==> config.mk <==
export PLATFORM = sky130hd
export DESIGN_NAME = serial_diag_status_node
export DESIGN_NICKNAME = d
export VERILOG_FILES = /design/src/diag_pkg.sv /design/src/escalation_timer.sv /design/src/serial_diag_status_node.sv /design/src/sync2.sv
export SDC_FILE = /design/constraint.sdc
export NUM_CORES = 1
export LEC_CHECK = 0
export BUFFER_PORTS_ARGS = -buffer_cell sky130_fd_sc_hd__buf_2
export CAP_MARGIN = 10
export CORE_ASPECT_RATIO = 0.9
export CORE_MARGIN = 2
export CORE_UTILIZATION = 35
export DETAILED_ROUTE_END_ITERATION = 10
export GPL_ROUTABILITY_DRIVEN = 0
export SYNTH_ARGS = -nofsm -noshare
export SYNTH_HDL_FRONTEND = slang
export SYNTH_HIERARCHICAL = 1
export SYNTH_SLANG_ARGS = --single-unit
==> constraint.sdc <==
create_clock -name mclk -period 3.54 [get_ports mclk]
set_input_delay 0.177 -clock mclk [delete_from_list [all_inputs] [get_ports mclk]]
set_output_delay 0.177 -clock mclk [all_outputs]
set_load 0.02 [all_outputs]
==> src/diag_pkg.sv <==
// shared constants and carrier types for the serial diagnostic status node
package diag_pkg;

  // response byte layout
  localparam int RSP_OUT_EN      = 0;
  localparam int RSP_ACT_SEEN    = 1;
  localparam int RSP_IN_ENERGY   = 4;
  localparam int RSP_LIMIT_AREA  = 5;
  localparam int RSP_WARN        = 6;
  localparam int RSP_FAIL        = 7;

  // cause byte layout, shared by warning and failure bytes
  localparam int CAUSE_OUT_A     = 0;
  localparam int CAUSE_OUT_B     = 1;
  localparam int CAUSE_CROSS     = 2;
  localparam int CAUSE_TEMP      = 3;
  localparam int CAUSE_ACT_CODE  = 4;
  localparam int CAUSE_INTERNAL  = 5;
  localparam int CAUSE_COMM      = 6;

  // request byte layout
  localparam int REQ_FAIL_RESET  = 7;

  // chain limits
  localparam int MAX_NODES       = 31;

  // reset values
  localparam logic [7:0] BYTE_RESET = 8'h00;

  // escalation delay: 30 minutes at 200 MHz
  localparam longint ESC_MINUTES   = 30;
  localparam longint CLK_HZ        = 200000000;
  localparam longint ESC_CYCLES    = ESC_MINUTES * 64'd60 * CLK_HZ;
  localparam int     ESC_CNT_W     = 39;

  // detected conditions from the sensing front end
  typedef struct packed {
    logic act_present;
    logic act_valid;
    logic limit_area;
    logic err_out_a;
    logic err_out_b;
    logic cross_wire;
    logic over_temp;
    logic internal_err;
    logic comm_err;
  } sense_t;

  // the three bytes reported toward the gateway
  typedef struct packed {
    logic [7:0] response;
    logic [7:0] warning;
    logic [7:0] failure;
  } report_t;

  typedef enum logic [2:0] {
    ST_IDLE = 3'b001,
    ST_WARN = 3'b010,
    ST_FAIL = 3'b100
  } fault_state_t;

endpackage

==> src/escalation_timer.sv <==
// failure-warning escalation timer
`timescale 1ns/10ps
module escalation_timer #(
  parameter int                 W      = diag_pkg::ESC_CNT_W,
  parameter logic [W-1:0]       LIMIT  = W'(diag_pkg::ESC_CYCLES)
) (
  // clocking
  input  wire logic mclk,
  input  wire logic rst,
  input  wire logic ce,
  // control
  input  wire logic run,
  output logic      expired
);

  logic [W-1:0] cnt_q;
  logic [W-1:0] cnt_d;

  // count restarts whenever run drops
  always_comb begin
    cnt_d = cnt_q;
    if (!run) begin
      cnt_d = '0;
    end else if (cnt_q != LIMIT) begin
      cnt_d = cnt_q + W'(1);
    end
  end

  always_ff @(posedge mclk) begin
    if (rst) begin
      cnt_q <= '0;
    end else if (ce) begin
      cnt_q <= cnt_d;
    end
  end

  assign expired = run && (cnt_q == LIMIT);

endmodule // escalation_timer

==> src/serial_diag_status_node.sv <==
// status and diagnostic byte logic of one node in a serial diagnostic chain
`timescale 1ns/10ps
module serial_diag_status_node #(
  parameter int                    ESC_W     = diag_pkg::ESC_CNT_W,
  parameter logic [ESC_W-1:0]      ESC_LIMIT = ESC_W'(diag_pkg::ESC_CYCLES),
  parameter int                    NODE_ID_W = 5
) (
  // clocking
  input  wire logic                   mclk,
  input  wire logic                   rst,
  input  wire logic                   ce,
  // node position in the chain, 0 to 30
  input  wire logic [NODE_ID_W-1:0]   node_index,
  // safety inputs from the previous node, pins
  input  wire logic                   safety_in_a,
  input  wire logic                   safety_in_b,
  // sensing front end conditions, pins
  input  wire diag_pkg::sense_t       sense,
  // request byte from the gateway, decoded line data on mclk
  input  wire logic [7:0]             host_request_byte,
  input  wire logic                   host_request_valid,
  // safety outputs toward next node
  output logic                        safety_out_a,
  output logic                        safety_out_b,
  // report toward the gateway
  output diag_pkg::report_t           report,
  output logic                        node_index_ok
);

  ////////////////////////////////////////////////////////////////////////////
  // input synchronisation

  logic [1:0]       in_s;
  diag_pkg::sense_t sense_s;

  sync2 #(.W(2)) u_sync_in (
    .mclk (mclk),
    .rst  (rst),
    .ce   (ce),
    .d    ({safety_in_b, safety_in_a}),
    .q    (in_s)
  );

  sync2 #(.W($bits(diag_pkg::sense_t))) u_sync_sense (
    .mclk (mclk),
    .rst  (rst),
    .ce   (ce),
    .d    (sense),
    .q    (sense_s)
  );

  ////////////////////////////////////////////////////////////////////////////
  // derived conditions

  logic inputs_on;
  logic act_ok;
  logic [7:0] cause_now;
  logic warn_cause;
  logic fail_cause;

  logic idx_ok_q;
  logic idx_ok_d;

  // positions beyond the chain limit are flagged, not rejected
  always_comb begin
    idx_ok_d = (32'(node_index) < diag_pkg::MAX_NODES);
  end

  // flag is a data output, so it leaves from a flip-flop
  always_ff @(posedge mclk) begin
    if (rst) begin
      idx_ok_q <= 1'b0;
    end else if (ce) begin
      idx_ok_q <= idx_ok_d;
    end
  end

  assign inputs_on = in_s[0] && in_s[1];
  assign act_ok    = sense_s.act_present && sense_s.act_valid;

  always_comb begin
    cause_now = 8'h00;
    cause_now[diag_pkg::CAUSE_OUT_A]    = sense_s.err_out_a;
    cause_now[diag_pkg::CAUSE_OUT_B]    = sense_s.err_out_b;
    cause_now[diag_pkg::CAUSE_CROSS]    = sense_s.cross_wire;
    cause_now[diag_pkg::CAUSE_TEMP]     = sense_s.over_temp;
    cause_now[diag_pkg::CAUSE_INTERNAL] = sense_s.internal_err;
  end

  // internal and actuator faults shut off at once; the rest warn first
  assign fail_cause = sense_s.internal_err
                   || (sense_s.act_present && !sense_s.act_valid);
  assign warn_cause = sense_s.err_out_a || sense_s.err_out_b
                   || sense_s.cross_wire || sense_s.over_temp;

  ////////////////////////////////////////////////////////////////////////////
  // fault state machine

  diag_pkg::fault_state_t st_q;
  diag_pkg::fault_state_t st_d;
  logic [7:0] warn_q;
  logic [7:0] warn_d;
  logic [7:0] fail_q;
  logic [7:0] fail_d;
  logic       comm_q;
  logic       comm_d;
  logic       esc_expired;
  logic       reset_req;

  escalation_timer #(.W(ESC_W), .LIMIT(ESC_LIMIT)) u_esc (
    .mclk    (mclk),
    .rst     (rst),
    .ce      (ce),
    .run     (st_q == diag_pkg::ST_WARN),
    .expired (esc_expired)
  );

  // other request bits carry no function and are ignored
  assign reset_req = host_request_valid
                  && host_request_byte[diag_pkg::REQ_FAIL_RESET];

  always_comb begin
    st_d   = st_q;
    warn_d = warn_q;
    fail_d = fail_q;
    // comm error is a live warning, not part of the escalation
    comm_d = sense_s.comm_err;
    case (st_q)
      diag_pkg::ST_IDLE: begin
        if (fail_cause) begin
          st_d   = diag_pkg::ST_FAIL;
          fail_d = cause_now;
          fail_d[diag_pkg::CAUSE_ACT_CODE] = sense_s.act_present
                                          && !sense_s.act_valid;
        end else if (warn_cause) begin
          st_d   = diag_pkg::ST_WARN;
          warn_d = cause_now;
        end
      end
      diag_pkg::ST_WARN: begin
        warn_d = cause_now;
        if (fail_cause) begin
          st_d   = diag_pkg::ST_FAIL;
          fail_d = cause_now;
          fail_d[diag_pkg::CAUSE_ACT_CODE] = sense_s.act_present
                                          && !sense_s.act_valid;
        end else if (esc_expired) begin
          st_d   = diag_pkg::ST_FAIL;
          fail_d = warn_q;
          warn_d = 8'h00;
        end else if (!warn_cause) begin
          // cause rectified before the delay ran out
          st_d   = diag_pkg::ST_IDLE;
          warn_d = 8'h00;
        end
      end
      diag_pkg::ST_FAIL: begin
        // new causes other than the actuator code still accumulate while latched; set wins over clear
        fail_d = fail_q | cause_now;
        if (reset_req && !fail_cause && !warn_cause) begin
          st_d   = diag_pkg::ST_IDLE;
          fail_d = 8'h00;
          warn_d = 8'h00;
        end
      end
      default: begin
        st_d = diag_pkg::ST_FAIL;
      end
    endcase
  end

  always_ff @(posedge mclk) begin
    if (rst) begin
      st_q   <= diag_pkg::ST_IDLE;
      warn_q <= diag_pkg::BYTE_RESET;
      fail_q <= diag_pkg::BYTE_RESET;
      comm_q <= 1'b0;
    end else if (ce) begin
      st_q   <= st_d;
      warn_q <= warn_d;
      fail_q <= fail_d;
      comm_q <= comm_d;
    end
  end

  ////////////////////////////////////////////////////////////////////////////
  // outputs and report bytes

  logic               out_en;
  logic               out_q;
  logic               out_d;
  diag_pkg::report_t  rep_q;
  diag_pkg::report_t  rep_d;

  // outputs released only when actuated, inputs live and no failure
  assign out_en = act_ok && inputs_on && (st_q != diag_pkg::ST_FAIL);

  always_comb begin
    out_d = out_en;
    rep_d = '0;
    rep_d.response[diag_pkg::RSP_OUT_EN]     = out_en;
    rep_d.response[diag_pkg::RSP_ACT_SEEN]   = act_ok;
    rep_d.response[diag_pkg::RSP_IN_ENERGY]  = inputs_on;
    rep_d.response[diag_pkg::RSP_LIMIT_AREA] = act_ok && sense_s.limit_area;
    rep_d.response[diag_pkg::RSP_WARN]       = (st_q == diag_pkg::ST_WARN)
                                            && out_en;
    rep_d.response[diag_pkg::RSP_FAIL]       = (st_q == diag_pkg::ST_FAIL);
    rep_d.warning = warn_q;
    rep_d.warning[diag_pkg::CAUSE_COMM]      = comm_q;
    rep_d.failure = fail_q;
  end

  // refreshed every enabled cycle with no request needed
  always_ff @(posedge mclk) begin
    if (rst) begin
      out_q <= 1'b0;
      rep_q <= '0;
    end else if (ce) begin
      out_q <= out_d;
      rep_q <= rep_d;
    end
  end

  assign safety_out_a = out_q;
  assign safety_out_b = out_q;
  assign report       = rep_q;
  assign node_index_ok = idx_ok_q;

endmodule // serial_diag_status_node

==> src/sync2.sv <==
// two-stage synchroniser, one per bit
`timescale 1ns/10ps
module sync2 #(
  parameter int W = 1
) (
  // clocking
  input  wire logic         mclk,
  input  wire logic         rst,
  input  wire logic         ce,
  // data
  input  wire logic [W-1:0] d,
  output logic      [W-1:0] q
);

  logic [W-1:0] meta_q;
  logic [W-1:0] meta_d;
  logic [W-1:0] q_d;

  always_comb begin
    meta_d = ce ? d : meta_q;
    q_d    = ce ? meta_q : q;
  end

  always_ff @(posedge mclk) begin
    if (rst) begin
      meta_q <= '0;
      q      <= '0;
    end else begin
      meta_q <= meta_d;
      q      <= q_d;
    end
  end

endmodule // sync2

==> metrics, run 1 <==
outcome=complete, no violations; sink of the worst hold path=u_sync_sense/meta_q[1]; pwr dens=431 mW/mm²; hold depth=3; Post-Syn Area=0.00483 mm²; share of layout cells above drive strength 1=17.6%; worst endpoint required time=3790 ps; Yosys cell types=65; DRC errors left=0; WL final=11.9 mm; crit-path max FO=8; Slew headroom=35.3%; Post-Synth Adder-Cell Area=0.518%; CTS Buf Count=9; final hold slack=67.3 ps; Startpoint Class=flip-flop; largest net degree at the start of global routing=53; Layout Cells excl Fill=765; Starting Density=36.0%; main combinational cell family by area after synthesis=simple AND/OR/NAND/NOR gates; fmax=0.334 GHz; crit path DAT=3240 ps; Pre-antenna DRT Iters=6; clock transition at the registers of the reported paths=80 ps; Top delay family on crit path=simple AND/OR/NAND/NOR gates; Max Cap Viol=0; CORE AREA=0.0134 mm²; vias=4378; worst hold-check path type=in -> reg; CP most frequent cell=a21oi_1; instance count on the critical path=10; P_leak=1.94 nW; # placed instances=749; H-tree Lvls=3; HPWL after DPL=8.14 mm; WP buf/inv=2; GR Util All Layers=16.0%; Hold Path Origin=sense[1]; share of the synthesized area in the top cell type=39.4%; Die Width=128 µm; Crit path largest cell delay=520 ps; Post-synth ARST share=0%; vias in the first global route=3721; Final #Nets=622; final count of negative-setup-slack endpoints=0; DRT iter0 DRCs=366; EDFF count, synth=0; DIE AREA=0.0148 mm²; R2R Setup Slk=550 ps; Root Driver=clkbuf_16; ant diodes=0; first-pass GRT wire length=19.2 mm; port buffer count=41; CTS tree=done; post-CTS sizing=0; Slew Viols, Final=0; post-route ant nets=0; area grow syn2layout=11.9%; post-synthesis compound-gate area fraction=18.7%; Avg WL per Cell=15.6 µm; Synth Area in XOR/XNOR=0%; multiplexer area fraction after synthesis=7.88%; Worst R2R Path Depth=10; Critical-path top delay cell=a221oi_2; RSZ-0062 raised after global routing=no; worst flop-to-flop path startpoint=st_q[1]; routed vias/inst=5.72; initial antenna violation count=0; cell taking the most area after synthesis=dfxtp_1; synth top area cells=dfxtp_1 39%, mux2i_1 7.9%, a21oi_1 5.4%, nor2_1 4.7%, nand2_1 3.0%; post-synthesis instance total=564; Tcrit/Tclk final=84.5%; aggregate global routing overflow=0; RR Endpoint=fail_q[5]; die height=115 µm; I/O pins=55; Synth Flop Type=dfxtp_1; simple-gate share of the synthesized area=27.1%; Seq/Total Area, Yosys=39.4%; Worst Skew=7.30 ps; final core utilization=40.3%; min cycle time layout=2990 ps; clock sinks=95; syn avg cell area=8.56 µm²; Fin Setup TNS=0 ps; top post-synthesis cells by count=95 x dfxtp_1, 60 x nor2_1, 52 x a21oi_1; hold_buf cts=0; top-count cell post-synth=dfxtp_1; worst vdd ir=0.214 mV; Worst-Skew Late Latency=340 ps; Rows=40; register bit total from synthesis=95; Post-CTS Setup Bufs=0; crit path capture type=flip-flop; Synth Warn #=6; maximum clock path buffer count=2; final hold vios=0; Tightest Pin Transition=971 ps; WS Path Type=reg -> reg; CP cell instances=or3b_1 > inv_1 > and4b_1 > nand4_1 > nor3_1 > buf_4 > a21oi_1 > a221oi_2 > a21oi_1 > a211oi_1; Fillers=1323
area by class of cell:
type                            count  area, µm²  area share [%]
Tap cell                          168        210            3.89
Clock buffer                        9        225            4.17
Sequential cell                    95       1900            35.2
Clock inverter                      7       68.8            1.27
Multi-Input combinational cell    417       2640            48.9
Timing Repair Buffer               53        295            5.47
Inverter                           16       60.1            1.11
report_power, final:
part,switching [W],internal (W),leakage (nW)
registers,0.0000314,0.00109,0.769
clock network,0.000466,0.000499,0.140
logic,0.000145,0.0000919,1.03
flip-flops by register name (all words and copies together), names as in the netlist:
signal / cells
fail_q: 6
node_index_ok: 1
comm_q: 1
u_sync_in/q: 2
u_esc/cnt_q: 39
u_sync_sense/meta_q: 9
warn_q: 5
st_q: 3
u_sync_in/meta_q: 2
report: 18
u_sync_sense/q: 9
worst max path at each step:
stage               startpoint         to  slack, ps
detailed placement     st_q[1]  fail_q[5]        580
global placement       st_q[1]  fail_q[5]        660
global route           st_q[1]  fail_q[5]        340
finish                 st_q[1]  fail_q[5]        550
floorplan              st_q[2]    st_q[2]        260
CTS                    st_q[1]  fail_q[5]        540
logic make-up (layout without fill, tap and decap cells):
logic type      Yosys count  in the layout
compound gates          136            136
fa+ha+maj                 2              2
buf+inv                  57             85
flops                    95             95
mux                      38             38
other cells               1              6
simple gates            235            235
per-layer routing:
metal / routed length [µm] / global-route usage, %
met4: 167 / 5.71
met2: 5150 / 24.2
met5: 0 / 0
met3: 777 / 2.45
met1: 5820 / 23.1
cells in the final DEF (no fill, tap or decap), drive strengths merged, types with 3 or more instances in the layout:
master,n
or4,13
clkbuf,9
nor4b,4
o32ai,3
a211o,3
a31oi,8
inv,21
nand2b,5
a31o,6
nor3b,4
and2,6
nand2,39
dfxtp,95
o21ai,27
nor4,20
or3,15
a22oi,6
a22o,5
nor2,60
a21o,5
or4b,4
or3b,3
buf,53
nand4b,3
nand4,21
nor3,11
a21oi,52
nand3,17
nor2b,3
conb,6
a211oi,5
mux2i,38
metrics by stage:
step | area [µm²] | worst slack [ps] | total power, W
after floorplan | 4850 | 256 | 0.00133
after global placement | 5110 | 655 | 0.00137
after detailed placement | 5110 | 579 | 0.00138
after CTS | 5400 | 536 | 0.00234
after global routing | 5400 | 336 | 0.00241
final | 5400 | 548 | 0.00233
worst register-to-register path, cell delays in order (launching register included):
cell	delay [ps]
dfxtp_1	440
or3b_1	460
inv_1	100
and4b_1	180
nand4_1	240
nor3_1	330
buf_4	190
a21oi_1	80
a221oi_2	520
a21oi_1	130
a211oi_1	230
No activity file was read; power rests on OpenSTA's default activity.
==> inputs of run 2 (changes only) <==
clock period = 3 ns   (was 3.54 ns; I/O delays follow)
==> run 2 against run 1 <==
Compared with the run above: global-route usage is 1.0 points higher; routed wire length is 2.6% higher; total power is 20% higher; non-clock buffer count is 8 higher; clock skew is 2.5 ps higher; register-to-register slack worse by 380 ps; largest power group unchanged; clock power is 21% higher; clock-buffer cell count stayed put.
==> metrics, run 2 (synthesis gave the netlist of run 1 again) <==
worst vdd ir=0.240 mV (was 0.214 mV); most frequent cells in the layout=95 x dfxtp_1, 60 x nor2_1, 52 x a21oi_1 (unchanged); GR Util All Layers=17.0% (was 16.0%); DIE AREA=0.0148 mm² (unchanged); post-CTS sizing=0 (unchanged); initial antenna violation count=0 (unchanged); Largest register FFs=39 (unchanged); Slew headroom=49.1% (was 35.3%); Worst R2R Path Depth=8 (was 10); Internal Power=0.00201 W (was 0.00168 W); fmax=0.353 GHz (was 0.334 GHz); DRT iter0 DRCs=393 (was 366); clock transition at the registers of the reported paths=80 ps (about the same); maximum clock path buffer count=2 (unchanged); Rows=40 (unchanged); P_leak=2.02 nW (was 1.94 nW); commonest non-fill, non-tap cell in the layout=dfxtp_1 (unchanged); WL final=12.2 mm (was 11.9 mm); RSZ-0062 raised after global routing=no (unchanged); post-route ant nets=0 (unchanged); Starting Density=36.0% (unchanged); routed vias/inst=5.72 (about the same); Worst-Skew Late Latency=350 ps (was 340 ps); Final #Nets=630 (was 622); WS Path Type=reg -> reg (unchanged); DRC errors left=0 (unchanged); Pre-antenna DRT Iters=5 (was 6); worst endpoint required time=3290 ps (was 3790 ps); Net Sw Frac=28.2% (was 27.6%); crit path DAT=3120 ps (was 3240 ps); Startpoint Class=flip-flop (unchanged); die height=115 µm (unchanged); aggregate global routing overflow=0 (unchanged); share of layout cells above drive strength 1=18.8% (was 17.6%); largest net degree at the start of global routing=35 (was 53); Reg with most FFs=u_esc/cnt_q (unchanged); HPWL after DPL=8.42 mm (was 8.14 mm); hold_buf cts=0 (unchanged); Worst Skew=9.78 ps (was 7.30 ps); Tightest Pin Transition=763 ps (was 971 ps); Post-CTS Setup Bufs=0 (unchanged); port buffer count=41 (unchanged); cell area after layout=0.00551 mm² (was 0.00540 mm²); hold depth=3 (unchanged); Tcrit/Tclk final=94.3% (was 84.5%); Fin Setup TNS=0 ps (unchanged); crit path capture type=flip-flop (unchanged); crit-path max FO=6 (was 8); CTS tree=done (unchanged); Clock Power Share=41.9% (was 41.5%); final count of negative-setup-slack endpoints=0 (unchanged); worst hold-check path type=in -> reg (unchanged); min cycle time layout=2830 ps (was 2990 ps); Max Cap Viol=0 (unchanged); outcome=complete, no violations (unchanged); Avg WL per Cell=15.8 µm (was 15.6 µm); placed instance area=0.00519 mm² (was 0.00511 mm²); pwr dens=508 mW/mm² (was 431 mW/mm²); ant diodes=0 (unchanged); I/O pins=55 (unchanged); CORE AREA=0.0134 mm² (unchanged); vias in the first global route=4039 (was 3721); area grow syn2layout=14.1% (was 11.9%); final hold vios=0 (unchanged); CTS Buf Count=9 (unchanged); Die Width=128 µm (unchanged); Root Driver=clkbuf_16 (unchanged); first-pass GRT wire length=20.5 mm (was 19.2 mm); final core utilization=41.1% (was 40.3%); Slew Viols, Final=0 (unchanged); vias=4418 (was 4378); H-tree Lvls=3 (unchanged); Gate power share=11.1% (was 10.2%); Seq pwr share=47.0% (was 48.3%); switching power=0.000789 W (was 0.000643 W); clock sinks=95 (unchanged)
-- run 2: path summary, 6_finish.rpt --
kind,slack (ps),start,endpoint
max,170,u_esc/cnt_q[4],st_q[2]
min,20,sense[5],u_sync_sense/meta_q[5]
max reg2reg,170,u_esc/cnt_q[4],st_q[2]
min reg2reg,480,u_esc/cnt_q[33],u_esc/cnt_q[33]
-- run 2: through the flow --
step / setup slack (ps) / power (W) / hold WS (ps) / cells
floorplan: 42.0 / 0.00157 / 222 / 569
global placement: 197 / 0.00164 / 387 / 757
detailed placement: 140 / 0.00165 / 393 / 757
CTS: 98.5 / 0.00281 / 22.5 / 773
global route: 5.99 / 0.00291 / 28.3 / 773
finish: 170 / 0.00280 / 23.7 / 773
-- run 2: critical path, cell delays in order (launching register included) --
cell      delay, ps
dfxtp_1         360
or4_1           540
or4_4           590
nor3_4          220
nor3b_1          80
mux2i_1         170
o221ai_2        170
or4_1           490
a21oi_1         140
-- run 2: per-layer routing --
layer | track usage (%) | wire length, µm
met4 | 6.52 | 142
met5 | 0 | 0
met3 | 3.09 | 737
met1 | 24.8 | 5960
met2 | 25.0 | 5380
-- run 2: cell type report --
| cell class | count | area, µm² |
|---|---|---|
| clock buffer | 9 | 225 |
| clock inverter | 7 | 83.8 |
| fill | 1348 | 7900 |
| inverter | 16 | 60.1 |
| multi-input combinational | 417 | 2660 |
| sequential | 95 | 1900 |
| tap | 168 | 210 |
| timing repair buffer | 61 | 368 |
-- run 2: power groups by stage --
stage	clock, W	combinational (W)	sequential, W
3_5_place_dp	0	0.000305	0.00135
4_1_cts	0.00119	0.000306	0.00132
5_1_grt	0.00124	0.000342	0.00132
2_1_floorplan	0	0.000239	0.00134
6_report	0.00117	0.000312	0.00132
3_3_place_gp	0	0.000298	0.00134
==> inputs of run 3 (changes only) <==
PLACE_DENSITY_LB_ADDON = 0.12   (was not set)
==> run 3 against run 2 <==
Compared with the run above: register-to-register slack worse by 30 ps; clock power is 3% lower; clock-buffer cell count grew 1; worst hold slack gained 5.6 ps; highest routed layer unchanged; combinational power decreased by 4%; flip-flop and latch count unchanged; total power shrank 1.9%; die area is the same; global-route usage is 0.27 points higher; core utilization is 0.075 points lower; cell count stayed put.
==> metrics, run 3 (synthesis gave the netlist of run 1 again) <==
crit path DAT=3140 ps (was 3120 ps); CTS Buf Count=9 (unchanged); P_leak=2.02 nW (about the same); Rows=40 (unchanged); Fillers=1376 (was 1348); ant diodes=0 (unchanged); Fin Setup TNS=0 ps (unchanged); crit path capture type=flip-flop (unchanged); CP cell instances=or4_1 > or4_4 > nor3_4 > nor3b_1 > mux2i_1 > o221ai_2 > or4_1 > a21oi_1 (unchanged); I/O pins=55 (unchanged); Startpoint Class=flip-flop (unchanged); min cycle time layout=2860 ps (was 2830 ps); WS Path Type=reg -> reg (unchanged); Tcrit/Tclk final=95.3% (was 94.3%); clock sinks=95 (unchanged); final hold vios=0 (unchanged); fmax=0.350 GHz (was 0.353 GHz); Avg WL per Cell=16.1 µm (was 15.8 µm); crit-path max FO=6 (unchanged); Final #Nets=630 (unchanged); Crit path largest cell delay=590 ps (about the same); worst vdd ir=0.282 mV (was 0.240 mV); Critical-path top delay cell=or4_4 (unchanged); DRT iter0 DRCs=429 (was 393); HPWL after DPL=8.51 mm (was 8.42 mm); hold_buf cts=0 (unchanged); routed vias/inst=5.60 (was 5.72); WL final=12.4 mm (was 12.2 mm); H-tree Lvls=3 (unchanged); Slew headroom=46.7% (was 49.1%); initial antenna violation count=0 (unchanged); hold depth=3 (unchanged); first-pass GRT wire length=20.4 mm (was 20.5 mm); Worst R2R Path Depth=8 (unchanged); Max Cap Viol=0 (unchanged); Die Width=128 µm (unchanged); CP most frequent cell=or4_1 (unchanged); placed instance area=0.00519 mm² (about the same); Root Driver=clkbuf_16 (unchanged); pwr dens=499 mW/mm² (was 508 mW/mm²); vias=4326 (was 4418); Worst Skew=8.92 ps (was 9.78 ps); RSZ-0062 raised after global routing=no (unchanged); DRC errors left=0 (unchanged); Pre-antenna DRT Iters=5 (unchanged); outcome=complete, no violations (unchanged); worst endpoint required time=3280 ps (was 3290 ps); area grow syn2layout=13.9% (was 14.1%); most frequent cells in the layout=95 x dfxtp_1, 60 x nor2_1, 52 x a21oi_1 (unchanged); GR Util All Layers=17.3% (was 17.0%); Tightest Pin Transition=792 ps (was 763 ps); Starting Density=36.0% (unchanged); commonest non-fill, non-tap cell in the layout=dfxtp_1 (unchanged); final count of negative-setup-slack endpoints=0 (unchanged); port buffer count=41 (unchanged); CORE AREA=0.0134 mm² (unchanged); post-route ant nets=0 (unchanged); largest net degree at the start of global routing=41 (was 35); CTS tree=done (unchanged); worst hold-check path type=in -> reg (unchanged); clock transition at the registers of the reported paths=70 ps (was 80 ps); Worst-Skew Late Latency=350 ps (about the same); aggregate global routing overflow=0 (unchanged); share of layout cells above drive strength 1=18.8% (unchanged); maximum clock path buffer count=2 (unchanged); Largest register FFs=39 (unchanged); Reg with most FFs=u_esc/cnt_q (unchanged); cell area after layout=0.00550 mm² (was 0.00551 mm²); DIE AREA=0.0148 mm² (unchanged); Slew Viols, Final=0 (unchanged); vias in the first global route=3921 (was 4039); die height=115 µm (unchanged)
## run 3: timing repair
action	4_1_cts	5_1_grt
setup endpoints to repair	0	7
setup buffers	0	2
gates resized for setup	0	1
## run 3: path summary, 6_finish.rpt
kind / from / endpoint / slack (ps)
max: u_esc/cnt_q[4] / st_q[2] / 140
min reg2reg: fail_q[4] / fail_q[4] / 470
min: sense[4] / u_sync_sense/meta_q[4] / 30
max reg2reg: u_esc/cnt_q[4] / st_q[2] / 140
## run 3: layout make-up
cell class | instances | area, µm² | share of cell area [%]
clock buffer | 10 | 239 | 4.34
clock inverter | 6 | 47.5 | 0.864
inverter | 16 | 60.1 | 1.09
multi-input combinational | 417 | 2660 | 48.4
sequential | 95 | 1900 | 34.6
tap | 168 | 210 | 3.82
timing repair buffer | 61 | 380 | 6.91
## run 3: worst max-delay path: cells and delay by family, from the launching register on
family	cells	cell delay, ps
flops	1	350
simple gates	5	1920
mux	1	200
compound gates	2	330
## run 3: stage by stage
stage | cells | worst slack (ps) | util (%) | hold WS (ps) | total power [W]
final | 773 | 141 | 41.0 | 29.3 | 0.00275
after global routing | 773 | 8.73 | 41.0 | 19.7 | 0.00287
after CTS | 771 | 87.0 | 40.8 | 16.5 | 0.00278
after detailed placement | 755 | 91.8 | 38.7 | 394 | 0.00165
after global placement | 755 | 198 | 38.7 | 385 | 0.00164
after floorplan | 569 | 42.0 | - | 222 | 0.00157
## run 3: power by group
group	total, W	switching [W]	internal, W
sequential	0.00132	0.0000313	0.00129
combinational	0.000299	0.000180	0.000118
clock	0.00113	0.000532	0.000596
## run 3: metal layers
| layer | vias to the layer above | GRT usage, % | part of all wire [%] |
|---|---|---|---|
| li1 | 2157 | - | - |
| met1 | 2057 | 25.6 | 52 |
| met2 | 106 | 25.0 | 42 |
| met3 | 6 | 4.48 | 4.6 |
| met4 | 0 | 4.18 | 0.78 |
| met5 | - | 0 | 0 |
